--- src/hdl/swu_pkg.sv ---
package swu_pkg;

	// System clock rate and the slowest bit time the receiver must handle.
	localparam int CLK_HZ = 40_000_000;
	localparam int MIN_BAUD = 9000;
	localparam logic [15:0] RST_BIT_CYC = 16'(CLK_HZ / MIN_BAUD);

	// Pulse on an idle line shorter than this many clocks is a glitch.
	localparam logic [17:0] GLITCH_CYC = 18'h10;

	// Link timing in bit times; the reply delay minimum in units of eight bit times.
	localparam logic [5:0] TIMEOUT_BITS = 6'h3f;
	localparam logic [3:0] RECOVER_BITS = 4'hc;
	localparam logic [2:0] TAIL_BITS = 3'h4;
	localparam logic [3:0] DELAY_MIN_UNITS = 4'h1;

	// Datagram layout.
	localparam logic [7:0] SYNC_BYTE = 8'h05;
	localparam logic [7:0] REPLY_ADDR = 8'hff;
	localparam logic [7:0] CRC_POLY = 8'h07;
	localparam logic [7:0] CRC_INIT = 8'h00;
	localparam logic [2:0] WR_LAST_BYTE = 3'h7;
	localparam logic [2:0] RD_LAST_BYTE = 3'h3;
	localparam int WFLAG_BIT = 7;

	// Bit positions inside one framed character, and the falling-edge count that ends measurement.
	localparam logic [3:0] BIT_START = 4'h0;
	localparam logic [3:0] BIT_STOP = 4'h9;
	localparam logic [3:0] BIT_SYNC_RESUME = 4'h4;
	localparam logic [1:0] MEAS_LAST_EDGE = 2'h1;

	// Values after reset.
	localparam logic [7:0] WCNT_RST = 8'h00;
	localparam logic CHAIN_OUT_RST = 1'b1;

	// Decoded write datagram handed to the register bank.
	typedef struct packed {
		logic [6:0] reg_addr;
		logic [31:0] data;
	} swu_wr_t;

	typedef enum logic [2:0] {
		ST_IDLE,
		ST_MEAS,
		ST_RXBIT,
		ST_GAP,
		ST_RECOVER,
		ST_DELAY,
		ST_TXBIT,
		ST_TAIL
	} swu_state_t;

	// One serial step of the CRC, bits taken in line order.
	function automatic logic [7:0] swu_crc_step(input logic [7:0] crc, input logic din);
		swu_crc_step = {crc[6:0], 1'b0} ^ ((crc[7] ^ din) ? CRC_POLY : 8'h00);
	endfunction : swu_crc_step

endpackage : swu_pkg

--- src/hdl/swu_port.sv ---
`timescale 1ns/10ps
// How it works
// - Datagrams open with sync nibble, then address.
// - Each byte has low start, high stop.
// - Bit time measured start edge to sync bit3.
// - Bits LSB first, payload high byte first.
// - Write datagram is eight bytes with CRC.
// - Read request is four bytes, no payload.
// - Own address is setting plus increment pin.
// - Gap over 63 bit times resets receiver.
// - Glitch or CRC error forces 12-bit idle.
// - Good addressed writes bump wrapping write counter.
// - Ignore datagrams with bad CRC or address.
// - Reply uses the request's measured baud rate.
// - Reply waits programmable multiple of eight bits.
// - Reply carries all-ones address, register, data, CRC.
// - Drivers released four bit times after reply.
// - All-ones node address reserved for replies.
// - CRC8 x^8+x^2+x+1, zero start, LSB first.
// - Lines stay inputs except while replying.
// - Inverted line carries complement of true line.
// - Chain: first node address 0, others 1.
// - Chain output resets high, software changes it.
// - Counter wraps, idle in four-wire mode.
// - Write flag is register byte MSB.
module swu_port
	import swu_pkg::*;
(
	// Clock and reset.
	input wire logic mclk_i,
	input wire logic reset_n_i,
	// True data line, split into its three parts.
	input wire logic line_true_i,
	output logic line_true_o,
	output logic line_true_oe_o,
	// Inverted data line, split into its three parts.
	input wire logic line_inverted_i,
	output logic line_inverted_o,
	output logic line_inverted_oe_o,
	// Mode select pins.
	input wire logic four_wire_select_i,
	input wire logic step_direction_select_i,
	// Chained addressing pins and settings, plus the reply delay setting.
	input wire logic chain_addr_in_i,
	output logic chain_addr_out_o,
	input wire logic chain_addr_out_we_i,
	input wire logic chain_addr_out_d_i,
	input wire logic [7:0] node_address_setting_i,
	input wire logic [3:0] reply_delay_setting_i,
	// Register bank side.
	output logic wr_valid_o,
	output swu_wr_t wr_o,
	output logic rd_req_o,
	output logic [6:0] rd_addr_o,
	input wire logic [31:0] rd_data_i,
	output logic [7:0] write_counter_o
);

	// Pin synchronisers: the first stage feeds only the second.
	logic [1:0] rx_sync_ff;
	logic [1:0] fw_sync_ff;
	logic [1:0] sd_sync_ff;
	logic [1:0] nai_sync_ff;
	logic rx_prev_ff;

	always_ff @(posedge mclk_i) begin
		rx_sync_ff <= {rx_sync_ff[0], line_true_i};
		fw_sync_ff <= {fw_sync_ff[0], four_wire_select_i};
		sd_sync_ff <= {sd_sync_ff[0], step_direction_select_i};
		nai_sync_ff <= {nai_sync_ff[0], chain_addr_in_i};
		rx_prev_ff <= rx_sync_ff[1];
	end

	// Edge detection and mode decode on synchronised levels.
	wire rx = rx_sync_ff[1];
	wire rx_fall = rx_prev_ff & ~rx;
	wire rx_rise = ~rx_prev_ff & rx;
	wire uart_en = ~fw_sync_ff[1] & ~sd_sync_ff[1];
	wire [7:0] my_addr = node_address_setting_i + {7'h00, nai_sync_ff[1]};

	// State registers.
	swu_state_t state_ff, nxt_state;
	logic [17:0] cnt_ff, nxt_cnt;
	logic [1:0] edges_ff, nxt_edges;
	logic [15:0] bit_ff, nxt_bit;
	logic [15:0] bit_good_ff, nxt_bit_good;
	logic [15:0] tmr_ff, nxt_tmr;
	logic [3:0] bidx_ff, nxt_bidx;
	logic [2:0] byte_ff, nxt_byte;
	logic [7:0] sh_ff, nxt_sh;
	logic [55:0] frame_ff, nxt_frame;
	logic [7:0] crc_ff, nxt_crc;
	logic [21:0] gap_ff, nxt_gap;
	logic [23:0] wait_ff, nxt_wait;
	logic [7:0] wcnt_ff, nxt_wcnt;
	logic wr_valid_ff, nxt_wr_valid;
	swu_wr_t wr_ff, nxt_wr;
	logic rd_req_ff, nxt_rd_req;
	logic [6:0] rd_addr_ff, nxt_rd_addr;
	logic line_out_ff;
	logic line_oe_ff;
	logic chain_out_ff;

	// Limits derived from the measured bit times.
	wire [21:0] timeout_lim = {6'h00, bit_good_ff} * {16'h0000, TIMEOUT_BITS};
	wire [23:0] recover_lim = {8'h00, bit_good_ff} * {20'h00000, RECOVER_BITS};
	wire [23:0] tail_lim = {8'h00, bit_ff} * {21'h000000, TAIL_BITS};
	wire [3:0] dly_units = (reply_delay_setting_i == 4'h0) ? DELAY_MIN_UNITS :
		reply_delay_setting_i;
	wire [23:0] delay_lim = {8'h00, bit_ff} * {17'h00000, dly_units, 3'b000};
	wire timed_out = gap_ff > timeout_lim;
	wire tmr_done = tmr_ff == 16'h0000;
	wire [15:0] bit_reload = bit_ff - 16'h0001;

	// Receive-side decode of the datagram held so far.
	wire wflag = frame_ff[WFLAG_BIT];
	wire rx_last = (byte_ff == WR_LAST_BYTE) || ((byte_ff == RD_LAST_BYTE) && !wflag);
	wire rx_is_write = byte_ff == WR_LAST_BYTE;
	wire [7:0] rx_node = rx_is_write ? frame_ff[47:40] : frame_ff[15:8];
	wire [6:0] rx_reg = rx_is_write ? frame_ff[38:32] : frame_ff[6:0];
	wire crc_ok = sh_ff == crc_ff;
	wire addr_ok = rx_node == my_addr;

	// Sync bits 0..2 are assumed correct and folded into the CRC up front.
	wire [7:0] crc_sync = swu_crc_step(swu_crc_step(swu_crc_step(CRC_INIT, SYNC_BYTE[0]),
		SYNC_BYTE[1]), SYNC_BYTE[2]);

	// Transmit-side selection of the current bit.
	wire [7:0] tx_byte = (byte_ff == WR_LAST_BYTE) ? crc_ff : frame_ff[55:48];
	wire [2:0] tx_sel = 3'(bidx_ff - 4'h1);
	wire tx_bit = (bidx_ff == BIT_START) ? 1'b0 :
		(bidx_ff == BIT_STOP) ? 1'b1 : tx_byte[tx_sel];

	// Main sequencer: measure, receive, decode, wait, reply.
	always_comb begin
		nxt_state = state_ff;
		nxt_cnt = cnt_ff;
		nxt_edges = edges_ff;
		nxt_bit = bit_ff;
		nxt_bit_good = bit_good_ff;
		nxt_tmr = tmr_ff;
		nxt_bidx = bidx_ff;
		nxt_byte = byte_ff;
		nxt_sh = sh_ff;
		nxt_frame = frame_ff;
		nxt_crc = crc_ff;
		nxt_gap = gap_ff;
		nxt_wait = wait_ff;
		nxt_wcnt = wcnt_ff;
		nxt_wr_valid = 1'b0;
		nxt_wr = wr_ff;
		nxt_rd_req = 1'b0;
		nxt_rd_addr = rd_addr_ff;
		case (state_ff)
			ST_IDLE: begin
				if (rx_fall) begin
					nxt_state = ST_MEAS;
					nxt_cnt = 18'h00001; // The edge cycle counts, so four bits give 4B.
					nxt_edges = 2'h0;
					nxt_gap = 22'h000000;
				end
			end
			ST_MEAS: begin
				nxt_cnt = cnt_ff + 18'h00001;
				nxt_gap = gap_ff + 22'h000001;
				if (rx_rise && (edges_ff == 2'h0) && (cnt_ff < GLITCH_CYC)) begin
					nxt_state = ST_RECOVER;
					nxt_wait = 24'h000000;
				end else if (&cnt_ff) begin
					nxt_state = ST_RECOVER;
					nxt_wait = 24'h000000;
				end else if (rx_fall) begin
					if (edges_ff == MEAS_LAST_EDGE) begin
						// Four bit times have passed: start bit and sync bits 0..2.
						nxt_bit = cnt_ff[17:2];
						nxt_tmr = {1'b0, cnt_ff[17:3]};
						nxt_bidx = BIT_SYNC_RESUME;
						nxt_byte = 3'h0;
						nxt_crc = crc_sync;
						nxt_sh = {SYNC_BYTE[2:0], 5'h00};
						nxt_state = ST_RXBIT;
					end else begin
						nxt_edges = edges_ff + 2'h1;
					end
				end
			end
			ST_RXBIT: begin
				nxt_gap = gap_ff + 22'h000001;
				if (timed_out) begin
					nxt_state = ST_RECOVER;
					nxt_wait = 24'h000000;
				end else if (!tmr_done) begin
					nxt_tmr = tmr_ff - 16'h0001;
				end else begin
					nxt_tmr = bit_reload;
					if (bidx_ff == BIT_START) begin
						if (rx) begin
							nxt_state = ST_RECOVER;
							nxt_wait = 24'h000000;
						end
						nxt_bidx = bidx_ff + 4'h1;
					end else if (bidx_ff != BIT_STOP) begin
						nxt_sh = {rx, sh_ff[7:1]};
						if (!rx_last) begin
							nxt_crc = swu_crc_step(crc_ff, rx);
						end
						nxt_bidx = bidx_ff + 4'h1;
					end else if (!rx) begin
						nxt_state = ST_RECOVER;
						nxt_wait = 24'h000000;
					end else if (rx_last) begin
						nxt_wait = 24'h000000;
						if (!crc_ok) begin
							nxt_state = ST_RECOVER;
						end else begin
							nxt_bit_good = bit_ff;
							nxt_state = ST_IDLE;
							if (addr_ok && rx_is_write) begin
								nxt_wr_valid = 1'b1;
								nxt_wr = '{reg_addr: rx_reg, data: frame_ff[31:0]};
								nxt_wcnt = wcnt_ff + 8'h01;
							end else if (addr_ok) begin
								nxt_rd_req = 1'b1;
								nxt_rd_addr = rx_reg;
								nxt_state = ST_DELAY;
							end
						end
					end else begin
						nxt_frame = {frame_ff[47:0], sh_ff};
						nxt_byte = byte_ff + 3'h1;
						nxt_state = ST_GAP;
					end
				end
			end
			ST_GAP: begin
				nxt_gap = gap_ff + 22'h000001;
				if (timed_out) begin
					nxt_state = ST_RECOVER;
					nxt_wait = 24'h000000;
				end else if (rx_fall) begin
					// Gap is timed start bit to start bit.
					nxt_gap = 22'h000000;
					nxt_tmr = {1'b0, bit_ff[15:1]};
					nxt_bidx = BIT_START;
					nxt_state = ST_RXBIT;
				end
			end
			ST_RECOVER: begin
				// Any low level restarts the idle count.
				nxt_wait = rx ? wait_ff + 24'h000001 : 24'h000000;
				if (wait_ff >= recover_lim) begin
					nxt_state = ST_IDLE;
				end
			end
			ST_DELAY: begin
				nxt_wait = wait_ff + 24'h000001;
				if (wait_ff >= delay_lim) begin
					nxt_state = ST_TXBIT;
					nxt_frame = {SYNC_BYTE, REPLY_ADDR, 1'b0, rd_addr_ff, rd_data_i};
					nxt_crc = CRC_INIT;
					nxt_byte = 3'h0;
					nxt_bidx = BIT_START;
					nxt_tmr = bit_reload;
				end
			end
			ST_TXBIT: begin
				if (!tmr_done) begin
					nxt_tmr = tmr_ff - 16'h0001;
				end else begin
					nxt_tmr = bit_reload;
					if ((bidx_ff != BIT_START) && (bidx_ff != BIT_STOP) &&
						(byte_ff != WR_LAST_BYTE)) begin
						nxt_crc = swu_crc_step(crc_ff, tx_bit);
					end
					if (bidx_ff != BIT_STOP) begin
						nxt_bidx = bidx_ff + 4'h1;
					end else if (byte_ff == WR_LAST_BYTE) begin
						nxt_state = ST_TAIL;
						nxt_wait = 24'h000000;
					end else begin
						nxt_bidx = BIT_START;
						nxt_byte = byte_ff + 3'h1;
						nxt_frame = {frame_ff[47:0], 8'h00};
					end
				end
			end
			ST_TAIL: begin
				nxt_wait = wait_ff + 24'h000001;
				if (wait_ff >= tail_lim) begin
					nxt_state = ST_IDLE;
				end
			end
			default: begin
				nxt_state = ST_IDLE;
			end
		endcase
		// Outside single-wire mode the port stays idle and silent.
		if (!uart_en) begin
			nxt_state = ST_IDLE;
		end
	end

	// Sequencer state; the bit times reset to the slowest legal baud.
	always_ff @(posedge mclk_i) begin
		if (!reset_n_i) begin
			state_ff <= ST_IDLE;
			cnt_ff <= 18'h00000;
			edges_ff <= 2'h0;
			bit_ff <= RST_BIT_CYC;
			bit_good_ff <= RST_BIT_CYC;
			tmr_ff <= 16'h0000;
			bidx_ff <= BIT_START;
			byte_ff <= 3'h0;
		end else begin
			state_ff <= nxt_state;
			cnt_ff <= nxt_cnt;
			edges_ff <= nxt_edges;
			bit_ff <= nxt_bit;
			bit_good_ff <= nxt_bit_good;
			tmr_ff <= nxt_tmr;
			bidx_ff <= nxt_bidx;
			byte_ff <= nxt_byte;
		end
	end

	// Datagram data path and counters.
	always_ff @(posedge mclk_i) begin
		if (!reset_n_i) begin
			sh_ff <= 8'h00;
			frame_ff <= 56'h00000000000000;
			crc_ff <= CRC_INIT;
			gap_ff <= 22'h000000;
			wait_ff <= 24'h000000;
			wcnt_ff <= WCNT_RST;
		end else begin
			sh_ff <= nxt_sh;
			frame_ff <= nxt_frame;
			crc_ff <= nxt_crc;
			gap_ff <= nxt_gap;
			wait_ff <= nxt_wait;
			wcnt_ff <= nxt_wcnt;
		end
	end

	// Register bank strobes are one-cycle pulses.
	always_ff @(posedge mclk_i) begin
		if (!reset_n_i) begin
			wr_valid_ff <= 1'b0;
			wr_ff <= '0;
			rd_req_ff <= 1'b0;
			rd_addr_ff <= 7'h00;
		end else begin
			wr_valid_ff <= nxt_wr_valid;
			wr_ff <= nxt_wr;
			rd_req_ff <= nxt_rd_req;
			rd_addr_ff <= nxt_rd_addr;
		end
	end

	// Line drivers are registered, so the line lags the sequencer by a cycle.
	always_ff @(posedge mclk_i) begin
		if (!reset_n_i) begin
			line_out_ff <= 1'b1;
			line_oe_ff <= 1'b0;
		end else begin
			line_out_ff <= (state_ff == ST_TXBIT) ? tx_bit : 1'b1;
			line_oe_ff <= (state_ff == ST_TXBIT) || (state_ff == ST_TAIL);
		end
	end

	// Chain output changes only when software writes it.
	always_ff @(posedge mclk_i) begin
		if (!reset_n_i) begin
			chain_out_ff <= CHAIN_OUT_RST;
		end else if (chain_addr_out_we_i) begin
			chain_out_ff <= chain_addr_out_d_i;
		end
	end

	// Output wiring; the inverted line always mirrors the true one.
	assign line_true_o = line_out_ff;
	assign line_true_oe_o = line_oe_ff;
	assign line_inverted_o = ~line_out_ff;
	assign line_inverted_oe_o = line_oe_ff;
	assign chain_addr_out_o = chain_out_ff;
	assign wr_valid_o = wr_valid_ff;
	assign wr_o = wr_ff;
	assign rd_req_o = rd_req_ff;
	assign rd_addr_o = rd_addr_ff;
	assign write_counter_o = wcnt_ff;

endmodule : swu_port

--- config.mk ---
export PLATFORM = sky130hd
export DESIGN_NAME = swu_port
export DESIGN_NICKNAME = d
export VERILOG_FILES = /design/src/hdl/swu_pkg.sv /design/src/hdl/swu_port.sv
export SDC_FILE = /design/constraint.sdc
export NUM_CORES = 1
export LEC_CHECK = 0
export BUFFER_PORTS_ARGS = -buffer_cell sky130_fd_sc_hd__buf_2
export CAP_MARGIN = 20
export CORE_MARGIN = 2
export CORE_UTILIZATION = 40
export DETAILED_ROUTE_END_ITERATION = 7
export PLACE_DENSITY = 0.67
export SYNTH_ARGS = -nofsm -noshare
export SYNTH_HDL_FRONTEND = slang
export SYNTH_SLANG_ARGS = --single-unit
export TNS_END_PERCENT = 50
--- constraint.sdc ---
create_clock -name mclk_i -period 9 [get_ports mclk_i]
set_input_delay 1.8 -clock mclk_i [delete_from_list [all_inputs] [get_ports mclk_i]]
set_output_delay 1.8 -clock mclk_i [all_outputs]
set_load 0.05 [all_outputs]
==> results.toml, run 1 <==
[routing]
final_antenna_net_count = 0
post-route-drc-count = 0
totalWireLength_um = 51800
vias = 17100
wl_per_cell_um = 17.2
drt-initial-drc-count = 1257
drt_pre_antenna_iters = 6
vias_per_cell = 5.65

[power_and_ir_drop]
ir_worst_vdd_mv = 0.152
seqPwrFrac_pct = 44.1
internal_power_uw = 2030
p_sw_uw = 652
power.share.clock_pct = 48.8
p_leak_uw = 0.00884
power_density_nw_per_um2 = 127
p_total_uw = 2680
pwr-share-comb_pct = 7.1
power.share.switching_pct = 24.3

[synth]
synth_top_area_share_pct = 28.0
yosysMostFrequentCell = "nand2_1"
synth_edf_count = 0
syn_avg_cell_area_um2 = 8.07
synth.top_cells.by_count = "nand2_1 (300), dfxtp_1 (264), nor2_1 (202)"
synthTopCellsByArea = "dfxtp_1 (28%), ha_1 (11%), fa_1 (7.6%), nand2_1 (6.0%), nor2_1 (4.0%)"
synth_area_leader_cell = "dfxtp_1"
ys_ff_latch = 264
synth_nets = 2629
synthFlopType = "dfxtp_1"
netlist_area_um2 = 18900
yosysWarnings = 0
async_flop_share_pct = 0
syn_inst = 2342
seq_area_frac_synth_pct = 28.0
yosys.cell_types.count = 83

[placed_design]
placed_cells = 2959
port_buffers = 112
dpl.hpwl_um = 38000
gp_congestion = 0.874

[critical_path]
cp.required_ps = 9500
cp_data_arrival_time_ps = 8530
crit_type = "primary input to flop"
path_max_fanout = 26
crit_path_start_kind = "primary input"
endpoint_kind = "flop"

[sta]
fin_crit_ps = 8030
setup_viol_count_final = 0
rsz0062_at_grt = "false"
slew_headroom_pct = 33.5
slew_viol_final = 0
finalSetupTns_ps = 0
min_period_over_period_pct = 89.2
worst_slew_pin_slew_ps = 994
fmax_mhz = 125
finalClockSkew_ps = 53.9
whs_ps = 328
hold_viol = 0

[layout]
area_growth_pct = 11.2
antennaDiodeCount = 0
drive_gt1_share_pct = 9.21
nets = 2673
stdcell_count = 3017
multi_input_area_um2 = 12500
n_fill_cell = 4452
register_area_um2 = 5290

[global_routing]
grt_usage_pct = 20.5
grt_max_degree = 87
grt_pass1_wl_um = 84600
antenna_found_initial = 1
grt_pass1_vias = 16600
grt.overflow.total = 0

[cts]
hold_buffers = 0
cts.reportedPaths.clkPinSlew_ps = 60
clkSinkCount = 264
cts-root-buf = "clkbuf_16"
clk_path_buf_depth = 3
post_cts_buffers = 0
clkLatencyLatePin_ps = 610
ctsResizeCount = 0
cts-htree-levels = 1
cts_made_buffers = 30
cts_tree = "built"

[die]
initial_utilization_pct = 40.6
die_h_um = 221
io_pins = 114
num_rows = 79
die_area_um2 = 49000
coreArea_um2 = 46600
fp.dieW_um = 221

[worst_hold_path]
hold_path_class = "flop to flop"

[run]
maxCapViolCount = 0

[run_status]
status = "completed"
-- worst max-delay path, cell delays in order --
cell	delay (ps)
buf_2	280
nand2_1	150
fa_1	550
inv_1	50
fa_1	520
ha_1	310
a21oi_1	180
o211ai_1	170
o21ai_0	350
nand2b_1	200
a31oi_1	130
a2111oi_0	680
a21oi_1	180
xnor2_1	160
ha_1	290
nand4b_1	100
or2_2	350
nor4_1	420
nand2_1	150
o211ai_1	120
nor2_1	190
or4_1	570
buf_4	250
o311a_1	370
-- metrics by stage --
step                      util [%]  worst slack (ps)  area (µm²)
after global routing          45.1               517       21000
after CTS                     45.1              1120       21000
after detailed placement      42.8               508       19900
after floorplan                  -              1300       18900
after global placement        42.8               491       19900
final                         45.1               972       21000
-- layer usage --
layer / vias to the layer above / share of wire [%] / GRT usage [%] / wire, µm
met1: 8205 / 45 / 27.7 / 23100
met3: 86 / 5.2 / 1.99 / 2720
met5: - / 0 / 0 / 0
met2: 541 / 48 / 35.2 / 24900
li1: 8219 / - / - / -
met4: 0 / 2.1 / 4.96 / 1090
-- final timing paths --
kind	depth (start not counted)	slack, ps	to	startpoint
min	0	330	rx_sync_ff[1]	rx_sync_ff[0]
max reg2reg	25	1730	wait_ff[6]	bit_good_ff[3]
max	24	970	tmr_ff[15]	reply_delay_setting_i[3]
min reg2reg	0	330	rx_sync_ff[1]	rx_sync_ff[0]
-- cells by family after synthesis --
group                    after synthesis  synth area share (%)
AND/OR/NAND/NOR                      907                  22.8
AO/OA/AOI/OAI                        479                  16.6
buffers and inverters                296                  6.06
flip-flops                           264                  28.0
adder cells (fa/ha/maj)              234                  18.4
XOR/XNOR                             114                  5.28
multiplexers                          48                  2.90
-- registers in the layout (all words and copies together), names as in the netlist, 2 cells and up --
name	cells
nai_sync_ff	2
write_counter_o	8
bit_ff	16
sd_sync_ff	2
edges_ff	2
state_ff	3
wait_ff	24
bidx_ff	4
rd_addr_o	7
sh_ff	8
fw_sync_ff	2
frame_ff	56
tmr_ff	16
crc_ff	8
byte_ff	3
rx_sync_ff	2
bit_good_ff	16
wr_o	39
gap_ff	22
cnt_ff	18
-- cell type report --
type | instances | share of cell area, %
Clock buffer | 42 | 4.07
Clock inverter | 14 | 0.965
Sequential cell | 264 | 25.2
Inverter | 175 | 3.14
Tap cell | 607 | 3.62
Multi-Input combinational cell | 1782 | 59.5
Timing Repair Buffer | 133 | 3.55
-- layout by cell type, fill, tap and decap left out, types with 66 or more instances in the layout --
master	n
inv_1	173
nand3_1	80
nand2_1	300
buf_2	111
nor2_1	200
o21ai_0	103
dfxtp_1	264
fa_1	72
a21oi_1	139
nor3_1	66
ha_1	162
-- power groups by stage --
stage	combinational, µW	clock [µW]	sequential, µW
3_5_place_dp	188	0	1210
2_1_floorplan	135	0	1200
6_report	189	1310	1180
3_3_place_gp	181	0	1210
4_1_cts	189	1320	1180
5_1_grt	212	1370	1180
Power figures use the tool's default switching activity.
==> run 2: changes to the inputs <==
==> constraint.sdc (replaced) <==
create_clock -name mclk_i -period 9 [get_ports mclk_i]
set_input_delay 1.35 -clock mclk_i [delete_from_list [all_inputs] [get_ports mclk_i]]
set_output_delay 1.35 -clock mclk_i [all_outputs]
set_load 0.05 [all_outputs]
==> results.toml, run 2 (synthesis results as in run 1) <==
[sta]
fmax_mhz = 128
rsz0062_at_grt = "false"
slew_viol_final = 0
fin_crit_ps = 7810
slew_headroom_pct = 31.2
finalClockSkew_ps = 52.2
finalSetupTns_ps = 0
whs_ps = 328
worst_slew_pin_slew_ps = 1030
setup_slack_ps = 1190
setup_viol_count_final = 0
min_period_over_period_pct = 86.8
hold_viol = 0

[routing]
final_antenna_net_count = 0
post-route-drc-count = 0
drt_pre_antenna_iters = 8
vias = 17000
totalWireLength_um = 52000
drt-initial-drc-count = 1290
vias_per_cell = 5.65
wl_per_cell_um = 17.3

[global_routing]
antenna_found_initial = 0
grt_max_degree = 87
grt.overflow.total = 0
grt_usage_pct = 20.7
grt_pass1_vias = 16800
grt_pass1_wl_um = 85200

[cts]
cts_tree = "built"
cts-htree-levels = 1
clkSinkCount = 264
cts.reportedPaths.clkPinSlew_ps = 60
clk_path_buf_depth = 3
clkLatencyLatePin_ps = 610
ctsResizeCount = 0
post_cts_buffers = 0
cts_made_buffers = 30
hold_buffers = 0
cts-root-buf = "clkbuf_16"

[die]
die_area_um2 = 49000
io_pins = 114
initial_utilization_pct = 40.6
num_rows = 79
die_h_um = 221
coreArea_um2 = 46600
fp.dieW_um = 221

[layout]
top_register = "frame_ff"
register_area_um2 = 5290
fin_util_pct = 45.1
area_growth_pct = 11.2
n_fill_cell = 4564
mostFrequentLayoutCells = "nand2_1 (300), dfxtp_1 (264), nor2_1 (200)"
drive_gt1_share_pct = 9.14
antennaDiodeCount = 0
largest_register_ffs = 56
multi_input_area_um2 = 12500
fin_area_um2 = 21000
nets = 2670
final_common_cell = "nand2_1"

[critical_path]
endpoint_kind = "flop"
cp_cell_sequence = "buf_2, nand2_1, fa_1, inv_1, fa_1, ha_1, a21oi_1, o211ai_1, o21ai_0, nand2b_1, a31oi_1, a2111oi_0, a21oi_1, xnor2_1, ha_1, nand4b_1, or2_2, nor4_1, nand2_1, o211ai_1, nor2_1, or4_1, o311a_1"
critPathTopFamily = "simple AND/OR/NAND/NOR gates"
cp.buffers_inverters = 2
critical_path.max_stage_delay_ps = 1040
cp_data_arrival_time_ps = 8320
path_max_fanout = 26
crit_type = "primary input to flop"
crit_path_start_kind = "primary input"
critPathSlowestCell = "or4_1"
cp.required_ps = 9500

[placed_design]
gp_congestion = 0.872
dpl.hpwl_um = 38000
port_buffers = 112
dpl_cell_area_um2 = 19900
pre_cts_ws_ps = 532

[run_status]
status = "completed"

[run]
maxCapViolCount = 0

[power_and_ir_drop]
p_leak_uw = 0.00885
ir_worst_vdd_mv = 0.156
power_density_nw_per_um2 = 129

[worst_hold_path]
hold_path_class = "flop to flop"
[run 2: cell type report]
cell class	instances	share of cell area, %
clock buffer	44	4.25
clock inverter	12	0.911
inverter	175	3.14
multi-input combinational	1782	59.5
sequential	264	25.2
tap	607	3.61
timing repair buffer	130	3.44
[run 2: power breakdown]
group / total [µW] / switching [µW] / leakage, µW / internal, µW
clock network: 1340 / 540 / 0.000532 / 804
registers: 1180 / 6.42 / 0.00213 / 1170
logic: 190 / 117 / 0.00619 / 72.4
[run 2: path summary, 6_finish.rpt]
| kind | from | to | slack [ps] | cells after the start |
|---|---|---|---|---|
| setup / recovery | reply_delay_setting_i[3] | tmr_ff[15] | 1190 | 23 |
| hold / removal | fw_sync_ff[0] | fw_sync_ff[1] | 330 | 0 |
| setup reg to reg | bit_good_ff[11] | crc_ff[4] | 1480 | 25 |
| hold reg to reg | fw_sync_ff[0] | fw_sync_ff[1] | 330 | 0 |
[run 2: stage by stage]
| stage | total power (µW) | cells |
|---|---|---|
| floorplan | 1340 | 2342 |
| global placement | 1390 | 2956 |
| detailed placement | 1390 | 2956 |
| CTS | 2720 | 3012 |
| global route | 2790 | 3014 |
| finish | 2710 | 3014 |
[run 2: worst register-to-register path: cells and delay by family (launching register included)]
family	cells	cell delay, ps
adders and majority gates	5	2260
xor gates and xnor gates	1	110
and+or+nand+nor	7	1860
buffers and inverters	2	100
DFF	1	500
AOI/OAI and AO/OA	10	2630
[run 2: metal layers]
layer / up-vias / global-route usage [%] / routed length [µm]
met4: 0 / 6.11 / 1320
met2: 519 / 35.1 / 24600
met3: 105 / 2.88 / 3060
li1: 8211 / - / -
met5: - / 0 / 0
met1: 8187 / 27.4 / 23000
